<file path="src/hw/psrst_map.vh">
// Register map, field positions, reset values and timing counts of the
// peripheral soft reset block. Definitions only; included by bare name.
`ifndef PSRST_MAP_VH
`define PSRST_MAP_VH

// Register indices (word index; byte address is four times the index)
`define PSRST_IDX_DURATION      16'h1c04
`define PSRST_IDX_REQUEST       16'h1c05
`define PSRST_ADDR_DURATION     18'h07010
`define PSRST_ADDR_REQUEST      18'h07014
`define PSRST_ADDR_W            18

// Request register fields
`define PSRST_BIT_I2C           0
`define PSRST_BIT_GROUP_ONE     1
`define PSRST_BIT_CONVERTER     2
`define PSRST_BIT_USB           3
`define PSRST_BIT_DMA           4
`define PSRST_BIT_GROUP_THREE   5
`define PSRST_BIT_GROUP_FOUR    7
`define PSRST_REQ_MASK          8'hbf
`define PSRST_NUM_GROUPS        8

// Reset values
`define PSRST_DURATION_RST      16'h0008
`define PSRST_REQUEST_RST       8'h00

// Timing: least duration software should program, in cycles
`define PSRST_MIN_COUNT         16'h0008

// AXI responses
`define PSRST_RESP_OKAY         2'b00
`define PSRST_RESP_SLVERR       2'b10

`endif

</file>
<file path="src/hw/psrst_axil.v">
// AXI4-Lite slave front end: accepts one write and one read at a time,
// takes address and data in either order, answers with registered outputs.
// Assumes a single clock and that the core decodes the word address.
`timescale 1ns/1ps
`default_nettype none
`include "psrst_map.vh"

module psrst_axil #(
   parameter ADDR_W = `PSRST_ADDR_W
) (
   input  wire              clk_i,
   input  wire              rst_n_i,
   input  wire [ADDR_W-1:0] awaddr_i,
   input  wire              awvalid_i,
   output wire              awready_o,
   input  wire [31:0]       wdata_i,
   input  wire [3:0]        wstrb_i,
   input  wire              wvalid_i,
   output wire              wready_o,
   output reg  [1:0]        bresp_o,
   output reg               bvalid_o,
   input  wire              bready_i,
   input  wire [ADDR_W-1:0] araddr_i,
   input  wire              arvalid_i,
   output wire              arready_o,
   output reg  [31:0]       rdata_o,
   output reg  [1:0]        rresp_o,
   output reg               rvalid_o,
   input  wire              rready_i,
   output wire              wr_en_o,
   output wire [ADDR_W-1:0] wr_addr_o,
   output wire [31:0]       wr_data_o,
   output wire [3:0]        wr_strb_o,
   input  wire              wr_ok_i,
   output wire [ADDR_W-1:0] rd_addr_o,
   input  wire [31:0]       rd_data_i,
   input  wire              rd_ok_i
);

   reg              aw_have_q;
   reg [ADDR_W-1:0] aw_addr_q;
   reg              w_have_q;
   reg [31:0]       w_data_q;
   reg [3:0]        w_strb_q;

   // Each half is held until both are in and the response slot is free
   assign awready_o = !aw_have_q && !bvalid_o;
   assign wready_o  = !w_have_q && !bvalid_o;
   assign wr_en_o   = aw_have_q && w_have_q && !bvalid_o;
   assign wr_addr_o = aw_addr_q;
   assign wr_data_o = w_data_q;
   assign wr_strb_o = w_strb_q;

   // Write channel capture and response
   always @(posedge clk_i or negedge rst_n_i) begin
      if (!rst_n_i) begin
         aw_have_q <= 1'b0;
         aw_addr_q <= {ADDR_W{1'b0}};
         w_have_q  <= 1'b0;
         w_data_q  <= 32'h0000_0000;
         w_strb_q  <= 4'h0;
         bvalid_o  <= 1'b0;
         bresp_o   <= `PSRST_RESP_OKAY;
      end else begin
         if (awvalid_i && awready_o) begin
            aw_have_q <= 1'b1;
            aw_addr_q <= awaddr_i;
         end
         if (wvalid_i && wready_o) begin
            w_have_q <= 1'b1;
            w_data_q <= wdata_i;
            w_strb_q <= wstrb_i;
         end
         if (wr_en_o) begin
            aw_have_q <= 1'b0;
            w_have_q  <= 1'b0;
            bvalid_o  <= 1'b1;
            bresp_o   <= wr_ok_i ? `PSRST_RESP_OKAY : `PSRST_RESP_SLVERR;
         end else if (bvalid_o && bready_i) begin
            bvalid_o <= 1'b0;
         end
      end
   end

   // Read channel: one cycle from address to data
   assign arready_o = !rvalid_o;
   assign rd_addr_o = araddr_i;

   always @(posedge clk_i or negedge rst_n_i) begin
      if (!rst_n_i) begin
         rvalid_o <= 1'b0;
         rdata_o  <= 32'h0000_0000;
         rresp_o  <= `PSRST_RESP_OKAY;
      end else if (arvalid_i && arready_o) begin
         rvalid_o <= 1'b1;
         rdata_o  <= rd_ok_i ? rd_data_i : 32'h0000_0000;
         rresp_o  <= rd_ok_i ? `PSRST_RESP_OKAY : `PSRST_RESP_SLVERR;
      end else if (rvalid_o && rready_i) begin
         rvalid_o <= 1'b0;
      end
   end

endmodule
`default_nettype wire

</file>
<file path="src/hw/psrst_counter.v">
// Down counter for the reset hold time: loads a working copy of the
// programmed duration and steps it once per clock until it reaches zero.
// Assumes load is a one-cycle pulse from the register core.
`timescale 1ns/1ps
`default_nettype none

module psrst_counter #(
   parameter CNT_W = 16
) (
   input  wire             clk_i,
   input  wire             rst_n_i,
   input  wire             load_i,
   input  wire [CNT_W-1:0] value_i,
   output wire             busy_o,
   output wire             expire_o
);

   reg [CNT_W-1:0] cnt_q;
   reg             run_q;
   wire [CNT_W-1:0] cnt_d;

   // Working copy keeps the programmed value untouched for reuse
   assign cnt_d = cnt_q - {{(CNT_W-1){1'b0}}, 1'b1};
   assign busy_o = run_q;
   // Zero load expires at once; otherwise at the step that reaches zero
   assign expire_o = run_q && (cnt_q <= {{(CNT_W-1){1'b0}}, 1'b1});

   always @(posedge clk_i or negedge rst_n_i) begin
      if (!rst_n_i) begin
         cnt_q <= {CNT_W{1'b0}};
         run_q <= 1'b0;
      end else if (load_i) begin
         cnt_q <= value_i;
         run_q <= 1'b1;
      end else if (expire_o) begin
         cnt_q <= {CNT_W{1'b0}};
         run_q <= 1'b0;
      end else if (run_q) begin
         cnt_q <= cnt_d;
      end
   end

endmodule
`default_nettype wire

</file>
<file path="src/hw/psrst_top.v">
// Peripheral soft reset generator: software-programmed duration and
// per-group request bits drive active-low resets to peripheral groups.
// Assumes one system clock, AXI4-Lite register access, synchronous inputs.
//
// Operation
// - Writing one starts reset of that group
// - Hold selected resets low for programmed count, one cycle at count zero
// - Duration field is full 16 bits, any value
// - At zero count, clear all request bits
// - Request register reads show live reset state
// - One request bit resets several peripherals
// - Writing zero to request bit does nothing
// - Fixed bit map of groups to request bits
`timescale 1ns/1ps
`default_nettype none
`include "psrst_map.vh"

module psrst_top #(
   parameter ADDR_W = `PSRST_ADDR_W,
   parameter CNT_W  = 16
) (
   input  wire              CORE_CLK_I,
   input  wire              RST_N_I,
   input  wire [ADDR_W-1:0] S_AXI_AWADDR_I,
   input  wire              S_AXI_AWVALID_I,
   output wire              S_AXI_AWREADY_O,
   input  wire [31:0]       S_AXI_WDATA_I,
   input  wire [3:0]        S_AXI_WSTRB_I,
   input  wire              S_AXI_WVALID_I,
   output wire              S_AXI_WREADY_O,
   output wire [1:0]        S_AXI_BRESP_O,
   output wire              S_AXI_BVALID_O,
   input  wire              S_AXI_BREADY_I,
   input  wire [ADDR_W-1:0] S_AXI_ARADDR_I,
   input  wire              S_AXI_ARVALID_I,
   output wire              S_AXI_ARREADY_O,
   output wire [31:0]       S_AXI_RDATA_O,
   output wire [1:0]        S_AXI_RRESP_O,
   output wire              S_AXI_RVALID_O,
   input  wire              S_AXI_RREADY_I,
   output wire              I2C_RST_N_O,
   output wire              GROUP_ONE_RST_N_O,
   output wire              CONVERTER_RST_N_O,
   output wire              USB_RST_N_O,
   output wire              DMA_RST_N_O,
   output wire              GROUP_THREE_RST_N_O,
   output wire              GROUP_FOUR_RST_N_O,
   output wire              GROUP_FOUR_DISPLAY_RST_N_O,
   output wire              GROUP_FOUR_AUDIO0_RST_N_O,
   output wire              GROUP_FOUR_AUDIO1_RST_N_O,
   output wire              GROUP_FOUR_SERIAL_RST_N_O,
   output wire              GROUP_FOUR_SPI_RST_N_O,
   output wire              RESET_BUSY_O
);

   wire              wr_en;
   wire [ADDR_W-1:0] wr_addr;
   wire [31:0]       wr_data;
   wire [3:0]        wr_strb;
   wire              wr_ok;
   wire [ADDR_W-1:0] rd_addr;
   reg  [31:0]       rd_data;
   reg               rd_ok;

   reg  [CNT_W-1:0]  duration_q;
   reg  [7:0]        request_q;
   reg  [7:0]        request_d;
   reg  [7:0]        rst_n_q;
   wire              cnt_busy;
   wire              cnt_expire;
   wire              start;
   wire [7:0]        set_bits;
   wire              wr_dur;
   wire              wr_req;

   // Word indices at the width of the address slice they are compared with
   localparam [ADDR_W-3:0] IDX_DUR = `PSRST_IDX_DURATION;
   localparam [ADDR_W-3:0] IDX_REQ = `PSRST_IDX_REQUEST;

   // Bus front end
   psrst_axil #(
      .ADDR_W (ADDR_W)
   ) u_axil (
      .clk_i     (CORE_CLK_I),
      .rst_n_i   (RST_N_I),
      .awaddr_i  (S_AXI_AWADDR_I),
      .awvalid_i (S_AXI_AWVALID_I),
      .awready_o (S_AXI_AWREADY_O),
      .wdata_i   (S_AXI_WDATA_I),
      .wstrb_i   (S_AXI_WSTRB_I),
      .wvalid_i  (S_AXI_WVALID_I),
      .wready_o  (S_AXI_WREADY_O),
      .bresp_o   (S_AXI_BRESP_O),
      .bvalid_o  (S_AXI_BVALID_O),
      .bready_i  (S_AXI_BREADY_I),
      .araddr_i  (S_AXI_ARADDR_I),
      .arvalid_i (S_AXI_ARVALID_I),
      .arready_o (S_AXI_ARREADY_O),
      .rdata_o   (S_AXI_RDATA_O),
      .rresp_o   (S_AXI_RRESP_O),
      .rvalid_o  (S_AXI_RVALID_O),
      .rready_i  (S_AXI_RREADY_I),
      .wr_en_o   (wr_en),
      .wr_addr_o (wr_addr),
      .wr_data_o (wr_data),
      .wr_strb_o (wr_strb),
      .wr_ok_i   (wr_ok),
      .rd_addr_o (rd_addr),
      .rd_data_i (rd_data),
      .rd_ok_i   (rd_ok)
   );

   // Word decode on the register index; low two address bits ignored
   assign wr_dur = wr_en && (wr_addr[ADDR_W-1:2] == IDX_DUR);
   assign wr_req = wr_en && (wr_addr[ADDR_W-1:2] == IDX_REQ);
   assign wr_ok  = (wr_addr[ADDR_W-1:2] == IDX_DUR) ||
                   (wr_addr[ADDR_W-1:2] == IDX_REQ);

   // Only ones in the low byte count; zeros and reserved bits ignored
   assign set_bits = (wr_req && wr_strb[0]) ?
                     (wr_data[7:0] & `PSRST_REQ_MASK) : 8'h00;
   // A new request restarts the hold count for all active groups
   assign start = |set_bits;

   // Duration register, byte lanes honoured
   always @(posedge CORE_CLK_I or negedge RST_N_I) begin
      if (!RST_N_I) begin
         duration_q <= `PSRST_DURATION_RST;
      end else if (wr_dur) begin
         if (wr_strb[0]) begin
            duration_q[7:0] <= wr_data[7:0];
         end
         if (wr_strb[1]) begin
            duration_q[15:8] <= wr_data[15:8];
         end
      end
   end

   // Hold counter on a working copy
   psrst_counter #(
      .CNT_W (CNT_W)
   ) u_counter (
      .clk_i    (CORE_CLK_I),
      .rst_n_i  (RST_N_I),
      .load_i   (start),
      .value_i  (duration_q),
      .busy_o   (cnt_busy),
      .expire_o (cnt_expire)
   );

   // Request bits: a new set wins over an expiring count
   always @* begin
      request_d = request_q;
      if (cnt_expire) begin
         request_d = 8'h00;
      end
      request_d = request_d | set_bits;
   end

   always @(posedge CORE_CLK_I or negedge RST_N_I) begin
      if (!RST_N_I) begin
         request_q <= `PSRST_REQUEST_RST;
      end else begin
         request_q <= request_d;
      end
   end

   // Registered reset outputs, one per request bit
   genvar g;
   generate
      for (g = 0; g < `PSRST_NUM_GROUPS; g = g + 1) begin : gen_rst
         always @(posedge CORE_CLK_I or negedge RST_N_I) begin
            if (!RST_N_I) begin
               rst_n_q[g] <= 1'b1;
            end else begin
               rst_n_q[g] <= ~request_d[g];
            end
         end
      end
   endgenerate

   assign I2C_RST_N_O         = rst_n_q[`PSRST_BIT_I2C];
   assign GROUP_ONE_RST_N_O   = rst_n_q[`PSRST_BIT_GROUP_ONE];
   assign CONVERTER_RST_N_O   = rst_n_q[`PSRST_BIT_CONVERTER];
   assign USB_RST_N_O         = rst_n_q[`PSRST_BIT_USB];
   assign DMA_RST_N_O         = rst_n_q[`PSRST_BIT_DMA];
   assign GROUP_THREE_RST_N_O = rst_n_q[`PSRST_BIT_GROUP_THREE];
   assign GROUP_FOUR_RST_N_O  = rst_n_q[`PSRST_BIT_GROUP_FOUR];
   // Group four fans out to several peripherals from one bit
   assign GROUP_FOUR_DISPLAY_RST_N_O = rst_n_q[`PSRST_BIT_GROUP_FOUR];
   assign GROUP_FOUR_AUDIO0_RST_N_O  = rst_n_q[`PSRST_BIT_GROUP_FOUR];
   assign GROUP_FOUR_AUDIO1_RST_N_O  = rst_n_q[`PSRST_BIT_GROUP_FOUR];
   assign GROUP_FOUR_SERIAL_RST_N_O  = rst_n_q[`PSRST_BIT_GROUP_FOUR];
   assign GROUP_FOUR_SPI_RST_N_O     = rst_n_q[`PSRST_BIT_GROUP_FOUR];
   assign RESET_BUSY_O = cnt_busy;

   // Read mux; request read shows the driven reset state
   always @* begin
      rd_data = 32'h0000_0000;
      rd_ok   = 1'b1;
      if (rd_addr[ADDR_W-1:2] == IDX_DUR) begin
         rd_data[15:0] = duration_q;
      end else if (rd_addr[ADDR_W-1:2] == IDX_REQ) begin
         rd_data[7:0] = ~rst_n_q;
      end else begin
         rd_ok = 1'b0;
      end
   end

   // Software obligations on count and ordering are not enforced

endmodule
`default_nettype wire

</file>
<file path="config.mk">
export PLATFORM = sky130hd
export DESIGN_NAME = psrst_top
export DESIGN_NICKNAME = d
export VERILOG_FILES = /design/src/hw/psrst_axil.v /design/src/hw/psrst_counter.v /design/src/hw/psrst_top.v
export VERILOG_INCLUDE_DIRS = /design/src /design/src/hw
export SDC_FILE = /design/constraint.sdc
export NUM_CORES = 1
export LEC_CHECK = 0
export BUFFER_PORTS_ARGS = -buffer_cell sky130_fd_sc_hd__buf_2
export CORE_MARGIN = 1.5
export CORE_UTILIZATION = 45
export CTS_CLUSTER_SIZE = 20
export DETAILED_ROUTE_END_ITERATION = 7
export PLACE_DENSITY_LB_ADDON = 0.05
export SYNTH_ARGS = -nofsm -noshare
export SYNTH_HDL_FRONTEND = slang
export SYNTH_SLANG_ARGS = --single-unit
</file>
<file path="constraint.sdc">
create_clock -name CORE_CLK_I -period 1.9 [get_ports CORE_CLK_I]
set_input_delay 0.475 -clock CORE_CLK_I [delete_from_list [all_inputs] [get_ports CORE_CLK_I]]
set_output_delay 0.475 -clock CORE_CLK_I [all_outputs]
set_load 0.03 [all_outputs]
</file>
==> results.md, run 1 <==
- Vias per cell: 5.172
- Placed Instances: 652
- Max Slew Vio Count: 0
- Cell Area, Placed: 5705 um2
- Mean Syn Cell Area: 12.01 um2
- Multi-input gate area: 2168 um2
- Tcrit/Tclk final: 1.059
- Register-to-Register Path Depth: 6
- Initial Utilization: 0.4629
- Hold_ws: 0.03947 ns
- Max incr delay on CP: 0.45 ns
- Final #Nets: 614
- Core box area: 10280 um2
- CP cell instances: nand3b_4, or4_1, or4_4, buf_12, clkbuf_16, o21a_1
- Fmax: 497.2 MHz
- Sequential-to-total area share from yosys stat: 0.5547
- Port bufs: 92
- Register Area: 2641 um2
- Largest net degree at the start of global routing: 33
- Post-Synthesis Cells: 396
- Die ar.: 11200 um2
- Num rows: 37
- Distinct cells, synth: 50
- Worst-Skew Late Latency: 0.37 ns
- N_diodes: 0
- Critical path launch point type: register
- Power per cell area: 948.8 nW/um2
- Unrepaired setup endpoints after global routing: true
- Initial antenna violation count: 0
- CTS buffer count: 9
- Die width: 105.8 um
- Total wire length: 10100 um
- Clk slew on worst S/H paths: 0.10 ns
- Leakage Power: 3.008 nW
- Hold Vio Cnt, Final: 0
- Switching share of power: 0.2933
- Flops & latches, synth: 105
- Initial detailed-routing violation count: 128
- Hold Path Class: input port to async pin
- Synth Cell Area: 4757 um2
- Total grt overflow: 0
- Gpl congestion: 0.7995
- CTS H-tree lvls: 3
- Critical-path maximum fanout: 8
- FILL cells: 906
- Drt first pass iters: 4
- Share of the synthesized area in the top cell type: 0.5050
- Top post-synthesis cells by area: dfrtp_1 (50%), mux2_2 (12%), dfstp_2 (5.0%), buf_4 (3.8%), a22o_1 (2.8%)
- Number of global-route vias before repair: 3505
- Critical path's slowest cell: or4_4
- Crit end category: register
- Internal power: 4.190 mW
- Final setup vio count: 30
- Post-synth EDFFs: 0
- Max Cap Viol: 0
- Setup skew after layout: 0.01020 ns
- CTS sink cnt: 105
- DPL Wire Length: 7357 um
- Combinational Power Share: 0.240
- TNS Setup: -1.516 ns
- Overall Global Routing Usage: 0.1859
- Layout cells sized above 1: 0.5037
- Ys Warns: 0
- Top Ports: 133
- Critical Path AT: 2.27 ns
- Sw Pwr: 1.739 mW
- CP Class: register to register
- Antenna Violating Nets Remaining: 0
- Pre-CTS setup slack: -0.1890 ns
- Worst EP required: 2.16 ns
- Clock power frac: 0.257
- Ys async rst share: 1.000
- Final std cells w/o fill: 674
- Final worst slack: -0.1113 ns
- Outcome: complete, but fails checks
- Dominant cell type by area after synthesis: dfrtp_1
- Wirelength per Cell: 14.98 um
- Reg power frac: 0.504
- Clock Path Buffers: 2
- TritonCTS clock tree: yes
- Ys flop type: dfrtp_1
- DRC: 0
- Area Overhead vs Synth: 31.38%
- First-pass GRT wire length: 16520 um
- Fin area: 6250 um2
- Root Driver: clkbuf_8
- Die height: 105.8 um
- DR vias: 3486
- Failing checks: setup timing
- Max VDD drop: 0.7088 mV
- Tmin final: 2.011 ns
## power groups by stage
stage	clock network (mW)	registers, mW	logic [mW]
2_1_floorplan	0	2.97	0.874
3_3_place_gp	0	2.97	1.36
3_5_place_dp	0	2.98	1.38
4_1_cts	1.56	2.97	1.42
5_1_grt	1.66	3.05	1.57
6_report	1.52	2.99	1.42
## critical path: cells and delay by family, from the launching register on
kind	cells	cell delay, ns
compound gates	1	0.17
flops	1	0.42
simple gates	3	0.99
buf+inv	2	0.33
## Yosys cell counts (all sizes together) (2+ instances only)
master	instances
buf	31
a22o	15
mux2	52
inv	10
nor2b	2
nand3	9
or4	5
a21oi	4
dfstp	9
o211ai	6
a22oi	8
or4b	2
o21a	8
nor4bb	3
ha	2
or3	3
o21ai	25
o31ai	3
nor4	6
o41ai	2
nor2	17
nor3b	3
dfrtp	96
nor4b	5
nand4	6
nand2	29
nor3	5
clkbuf	9
nand3b	2
a31oi	5
or2	2
## logic make-up (layout without fill, tap and decap cells)
logic type,count (synthesis),in the layout,synth area share
AND/OR/NAND/NOR,103,103,0.1255
adder cells (fa/ha/maj),2,2,0.005260
flip-flops,105,105,0.5547
buffers and inverters,50,175,0.06260
XOR/XNOR,1,1,0.001841
multiplexers,53,53,0.1252
other,1,18,0.0007883
AO/OA/AOI/OAI,81,81,0.1241
## layout make-up
type,instances,share of cell area
Timing Repair Buffer,149,0.1620
Multi-Input combinational cell,258,0.3469
Clock buffer,10,0.02042
Clock inverter,6,0.01481
Inverter,10,0.006006
Tap cell,136,0.02723
Sequential cell,105,0.4226
## final timing paths
check	start	end	slack [ns]
setup reg to reg	u_axil.bvalid_o$_DFFE_PN0P_	u_counter.cnt_q[12]$_DFFE_PN0P_	-0.11
hold / removal	RST_N_I	u_axil.wr_data_o[10]$_DFFE_PN0P_	0.04
max in group asynchronous	RST_N_I	u_counter.busy_o$_DFFE_PN0P_	1.25
setup / recovery	u_axil.bvalid_o$_DFFE_PN0P_	u_counter.cnt_q[12]$_DFFE_PN0P_	-0.11
min in group CORE_CLK_I	S_AXI_RREADY_I	u_axil.rvalid_o$_DFFE_PN0P_	0.27
hold reg to reg	request_q[6]$_DFF_PN0_	rst_n_q[6]$_DFF_PN1_	0.39
## stage by stage
step,power (mW),util
after global routing,6.277,0.6081
final,5.930,0.6081
after CTS,5.955,0.5884
after floorplan,3.845,-
after global placement,4.330,0.5552
after detailed placement,4.367,0.5552
## cell usage in the layout (no fill, tap or decap), types with 4 or more instances in the layout
master	count
dfstp_2	9
buf_2	91
a22o_1	15
nor4b_2	4
buf_4	48
nand4_1	6
buf_12	6
nand2_1	29
dfrtp_1	94
clkbuf_8	9
nand3_1	7
o21a_1	8
conb_1	18
mux2_4	13
nor2_1	9
nor3_1	4
o211ai_2	6
nor2_2	5
a21oi_1	4
inv_1	9
mux2_2	39
o21ai_0	22
a22oi_1	8
## routing by layer
layer / global-route usage / up-vias / part of all wire
li1: - / 1682 / -
met4: 0.04730 / 0 / 0.0088
met5: 0 / - / 0
met2: 0.3029 / 61 / 0.48
met3: 0.04886 / 6 / 0.035
met1: 0.2473 / 1737 / 0.47
## flip-flops by register name, indices dropped and copies added, names as in the netlist, 2 cells and up
signal            flops
u_axil.wr_data_o     16
duration_q           16
u_axil.wr_strb_o      2
u_axil.wr_addr_o     16
u_counter.cnt_q      16
u_axil.rdata_o       16
request_q             8
## timing repair
| item | 4_1_cts | 5_1_grt |
|---|---|---|
| pin swaps | 2 | 4 |
| buffers inserted | 2 | 2 |
| gates cloned | 0 | 2 |
| gates resized for setup | 25 | 27 |
| setup endpoints to repair | 33 | 45 |
| hold buffers | 0 | 0 |
Note: power is estimated with default switching activity, not from simulation.
==> run 2, diff against run 1 <==
REMOVE_ABC_BUFFERS = 1   (was not set)
clock period = 2.4 ns   (was 1.9 ns; I/O delays follow)
==> results.md, run 2 (synthesized netlist as in run 1, its figures left out) <==
- First-pass GRT wire length: 16320 um
- CP cell instances: nand3b_4, or4_1, or4_1, buf_4, o21a_1
- Clk slew on worst S/H paths: 0.10 ns
- Root Driver: clkbuf_8
- Pre-CTS setup slack: 0.1452 ns
- CTS buffer count: 9
- Die width: 105.8 um
- Reg power frac: 0.539
- Fmax: 440.3 MHz
- Critical path launch point type: register
- DPL Wire Length: 7051 um
- Power per cell area: 790.8 nW/um2
- CP Class: register to register
- Multi-input gate area: 1884 um2
- Final worst slack: 0.1287 ns
- Register-to-Register Path Depth: 5
- Gpl congestion: 0.7814
- Num rows: 37
- Max Cap Viol: 0
- Worst-Skew Late Latency: 0.37 ns
- Tcrit/Tclk final: 0.9464
- Combinational Power Share: 0.200
- Outcome: completed
- N_diodes: 0
- Worst EP required: 2.67 ns
- Initial antenna violation count: 0
- Crit end category: register
- Critical Path AT: 2.54 ns
- DRC: 0
- Largest net degree at the start of global routing: 47
- Most common cell on crit path: or4_1
- CTS H-tree lvls: 3
- Max VDD drop: 0.6678 mV
- Internal power: 3.112 mW
- Critical path's slowest cell: or4_1
- Antenna Violating Nets Remaining: 0
- Final core occ: 0.5431
- Final #Nets: 577
- Area Overhead vs Synth: 17.33%
- Initial detailed-routing violation count: 137
- Setup bufs post-CTS: 0
- Die height: 105.8 um
- Core box area: 10280 um2
- Leakage Power: 2.693 nW
- DR vias: 3324
- Unrepaired setup endpoints after global routing: false
- Setup skew after layout: 0.01082 ns
- TritonCTS clock tree: yes
- FILL cells: 957
- Max incr delay on CP: 0.64 ns
- Clock Path Buffers: 2
- Wirelength per Cell: 15.09 um
- Total grt overflow: 0
- Worst-margin pin slew: 0.5490 ns
- Commonest non-fill, non-tap cell in the layout: dfrtp_1
- Critical-path maximum fanout: 16
- Port bufs: 92
- Die ar.: 11200 um2
- Hold Vio Cnt, Final: 0
- CTS sink cnt: 105
- # resized after CTS: 0
- Hold Path Class: input port to async pin
- Vias per cell: 5.218
- Max Slew Vio Count: 0
- Overall Global Routing Usage: 0.1864
- Drt first pass iters: 4
- Switching share of power: 0.2949
- Commonest cells after routing, fill and taps aside: dfrtp_1 (96), buf_2 (91), mux2_2 (52)
- Clock power frac: 0.261
- Total wire length: 9612 um
- Final setup vio count: 0
- Hold bufs inserted after CTS: 0
- Sw Pwr: 1.302 mW
- Tmin final: 2.271 ns
- Top Ports: 133
- Initial Utilization: 0.4629
- Layout cells sized above 1: 0.4072
- Register Area: 2639 um2
- Number of global-route vias before repair: 3261
- Worst rel slew slack: 0.6288
==> run 2: changes by cell type in the layout (fill, tap and decap cells not counted), moves of 3 or more <==
cell / previous run / this run
buf_12: 6 / 2
buf_4: 48 / 19
mux2_2: 39 / 52
mux2_4: 13 / 0
nor2_1: 9 / 17
nor2_2: 5 / 0
nor2_4: 3 / 0
nor4b_1: 0 / 5
nor4b_2: 4 / 0
==> run 2: worst paths after layout <==
check,startpoint,endpoint,slack [ns]
setup / recovery,u_axil.bvalid_o$_DFFE_PN0P_,u_counter.cnt_q[12]$_DFFE_PN0P_,0.13
hold reg to reg,request_q[6]$_DFF_PN0_,rst_n_q[6]$_DFF_PN1_,0.40
setup reg to reg,u_axil.bvalid_o$_DFFE_PN0P_,u_counter.cnt_q[12]$_DFFE_PN0P_,0.13
min in group CORE_CLK_I,S_AXI_BREADY_I,u_axil.bvalid_o$_DFFE_PN0P_,0.39
hold / removal,RST_N_I,u_counter.cnt_q[14]$_DFFE_PN0P_,0.14
max in group asynchronous,RST_N_I,rst_n_q[6]$_DFF_PN1_,1.63
==> run 2: layout make-up <==
type / instances / area share
timing repair buffer: 112 / 0.1143
sequential: 105 / 0.4728
tap: 136 / 0.03049
clock buffer: 10 / 0.02466
inverter: 10 / 0.006725
multi-input combinational: 258 / 0.3376
clock inverter: 6 / 0.01345
==> run 2: routing by layer <==
layer,up-vias,track usage,part of all wire
li1,1601,-,-
met1,1643,0.2458,0.46
met4,0,0.04923,0.0093
met5,-,0,0
met3,7,0.04947,0.038
met2,73,0.3052,0.50
==> run 2: power groups by stage <==
stage	clock network (mW)	registers [mW]	logic (mW)
floorplan	0	2.34	0.638
global placement	0	2.41	0.879
detailed placement	0	2.42	0.895
CTS	1.20	2.38	0.898
global route	1.25	2.44	0.981
finish	1.15	2.38	0.882
==> run 2: stage by stage <==
| stage | instances | setup TNS (ns) | cell area (um2) | power, mW | hold slack, ns |
|---|---|---|---|---|---|
| after floorplan | 373 | -0.6441 | 4561 | 2.978 | 0.3044 |
| after global placement | 621 | 0 | 5369 | 3.287 | 0.3784 |
| after detailed placement | 621 | 0 | 5369 | 3.311 | 0.3737 |
| after CTS | 637 | 0 | 5582 | 4.475 | 0.1402 |
| after global routing | 637 | 0 | 5582 | 4.672 | 0.1398 |
| final | 637 | 0 | 5582 | 4.414 | 0.1407 |
==> run 2: critical path, delay by kind of cell, from the launching register on <==
kind / cells / cell delay [ns]
buf+inv: 1 / 0.26
simple gates: 3 / 1.28
compound gates: 1 / 0.18
flops: 1 / 0.44
==> run 3, diff against run 2 <==
CELL_PAD_IN_SITES_DETAIL_PLACEMENT = 0   (was not set)
CELL_PAD_IN_SITES_GLOBAL_PLACEMENT = 1   (was not set)
CORE_UTILIZATION = 44   (was 45)
==> results.md, run 3 (synthesized netlist as in run 1, its figures left out) <==
- Outcome: completed
- Tcrit/Tclk final: 0.9246
- Initial Utilization: 0.4567
- Hold Vio Cnt, Final: 0
- Tmin final: 2.219 ns
- Worst-margin pin slew: 0.6070 ns
- Die ar.: 11440 um2
- Top Ports: 133
- Worst rel slew slack: 0.5945
- Pre-CTS setup slack: 0.1464 ns
- Total Power: 4.226 mW
- Worst EP required: 2.65 ns
- DPL Wire Length: 7213 um
- Max VDD drop: 0.4639 mV
- Critical path launch point type: register
- Placed Instances: 622
- Setup bufs post-CTS: 0
- Register-to-Register Path Depth: 6
- Largest net degree at the start of global routing: 34
- Clock Path Buffers: 2
- Vias per cell: 5.172
- Final core occ: 0.5313
- Gpl congestion: 0.7877
- Critical-path maximum fanout: 14
- Final setup vio count: 0
- CP Class: register to register
- Total grt overflow: 0
- Crit end category: register
- Commonest non-fill, non-tap cell in the layout: dfrtp_1
- Die width: 107.0 um
- Final std cells w/o fill: 638
- Final worst slack: 0.1810 ns
- Initial antenna violation count: 0
- Layout cells sized above 1: 0.4004
- Commonest cells after routing, fill and taps aside: dfrtp_1 (96), buf_2 (91), mux2_2 (52)
- Critical R2R Capture: u_counter.cnt_q[14]$_DFFE_PN0P_
- CTS H-tree lvls: 3
- Power per cell area: 763.6 nW/um2
- Clk slew on worst S/H paths: 0.09 ns
- CTS sink cnt: 105
- N_diodes: 0
- Worst r2r src: u_axil.bvalid_o$_DFFE_PN0P_
- DRC: 0
- Wirelength per Cell: 15.58 um
- Num rows: 37
- Initial detailed-routing violation count: 116
- Crit path launch: u_axil.bvalid_o$_DFFE_PN0P_
- Drt first pass iters: 4
- Final #Nets: 578
- Unrepaired setup endpoints after global routing: false
- Number of global-route vias before repair: 3353
- CTS buffer count: 9
- CP endpoint: u_counter.cnt_q[14]$_DFFE_PN0P_
- Fmax: 450.7 MHz
- Setup skew after layout: 0.02145 ns
- First-pass GRT wire length: 16510 um
- TritonCTS clock tree: yes
- Core box area: 10420 um2
- Leakage Power: 2.671 nW
- Area Overhead vs Synth: 16.33%
- DR vias: 3300
- Max Cap Viol: 0
- Hold Path Class: input port to async pin
- Worst-Skew Late Latency: 0.38 ns
- Port bufs: 92
- Die height: 107.0 um
- Max Slew Vio Count: 0
- Overall Global Routing Usage: 0.1865
- Root Driver: clkbuf_8
- Critical Path AT: 2.47 ns
- Total wire length: 9939 um
- Reg2reg setup slack: 0.18 ns
- Hold bufs inserted after CTS: 0
- # resized after CTS: 0
- Antenna Violating Nets Remaining: 0
==> run 3: cell types whose count changed in the layout (fill, tap and decap cells not counted), sizes merged <==
cell | before | now
clkbuf | 10 | 13
buf | 112 | 113
bufinv | 1 | 0
clkinv | 3 | 2
inv | 12 | 11
==> run 3: through the flow <==
step                cell area [um2]  hold WS [ns]  TNS (ns)
floorplan                      4561        0.3044   -0.6441
global placement               5376        0.3746         0
detailed placement             5376        0.3763         0
CTS                            5534        0.1620         0
global route                   5534        0.1789         0
finish                         5534        0.1732         0
==> run 3: critical path, stage by stage (launching register included) <==
cell      delay, ns
dfrtp_1        0.44
nand3b_4       0.22
or4_1          0.41
or4_1          0.60
buf_4          0.23
nor2_1         0.14
a31oi_1        0.06
==> run 3: worst min path at each step <==
stage | startpoint | end | slack, ns | cells past startpoint
2_1_floorplan | RST_N_I | duration_q[0]$_DFFE_PN0P_ | 0.30 | 0
3_3_place_gp | request_q[6]$_DFF_PN0_ | rst_n_q[6]$_DFF_PN1_ | 0.37 | 1
3_5_place_dp | request_q[6]$_DFF_PN0_ | rst_n_q[6]$_DFF_PN1_ | 0.38 | 1
4_1_cts | RST_N_I | u_counter.cnt_q[10]$_DFFE_PN0P_ | 0.16 | 1
5_1_grt | RST_N_I | u_counter.cnt_q[10]$_DFFE_PN0P_ | 0.18 | 1
6_report | RST_N_I | u_counter.cnt_q[8]$_DFFE_PN0P_ | 0.17 | 1
==> run 3: layer usage <==
layer / share of wire / vias to the layer above / GRT usage
li1: - / 1598 / -
met1: 0.47 / 1630 / 0.2489
met2: 0.48 / 64 / 0.3017
met3: 0.033 / 8 / 0.04498
met4: 0.011 / 0 / 0.05619
met5: 0 / - / 0
==> run 3: cell type report <==
cell class,count,area (um2)
timing repair buffer,113,645.6
clock inverter,3,18.77
fill,989,4882
sequential,105,2639
inverter,10,37.54
tap,136,170.2
clock buffer,13,138.9
multi-input combinational,258,1884
==> run 3: power by group <==
| part | total [mW] | switching (mW) | internal (mW) | leakage (nW) |
|---|---|---|---|---|
| Clock | 0.951 | 0.571 | 0.380 | 0.0818 |
| Sequential | 2.38 | 0.286 | 2.10 | 1.34 |
| Combinational | 0.892 | 0.413 | 0.479 | 1.25 |
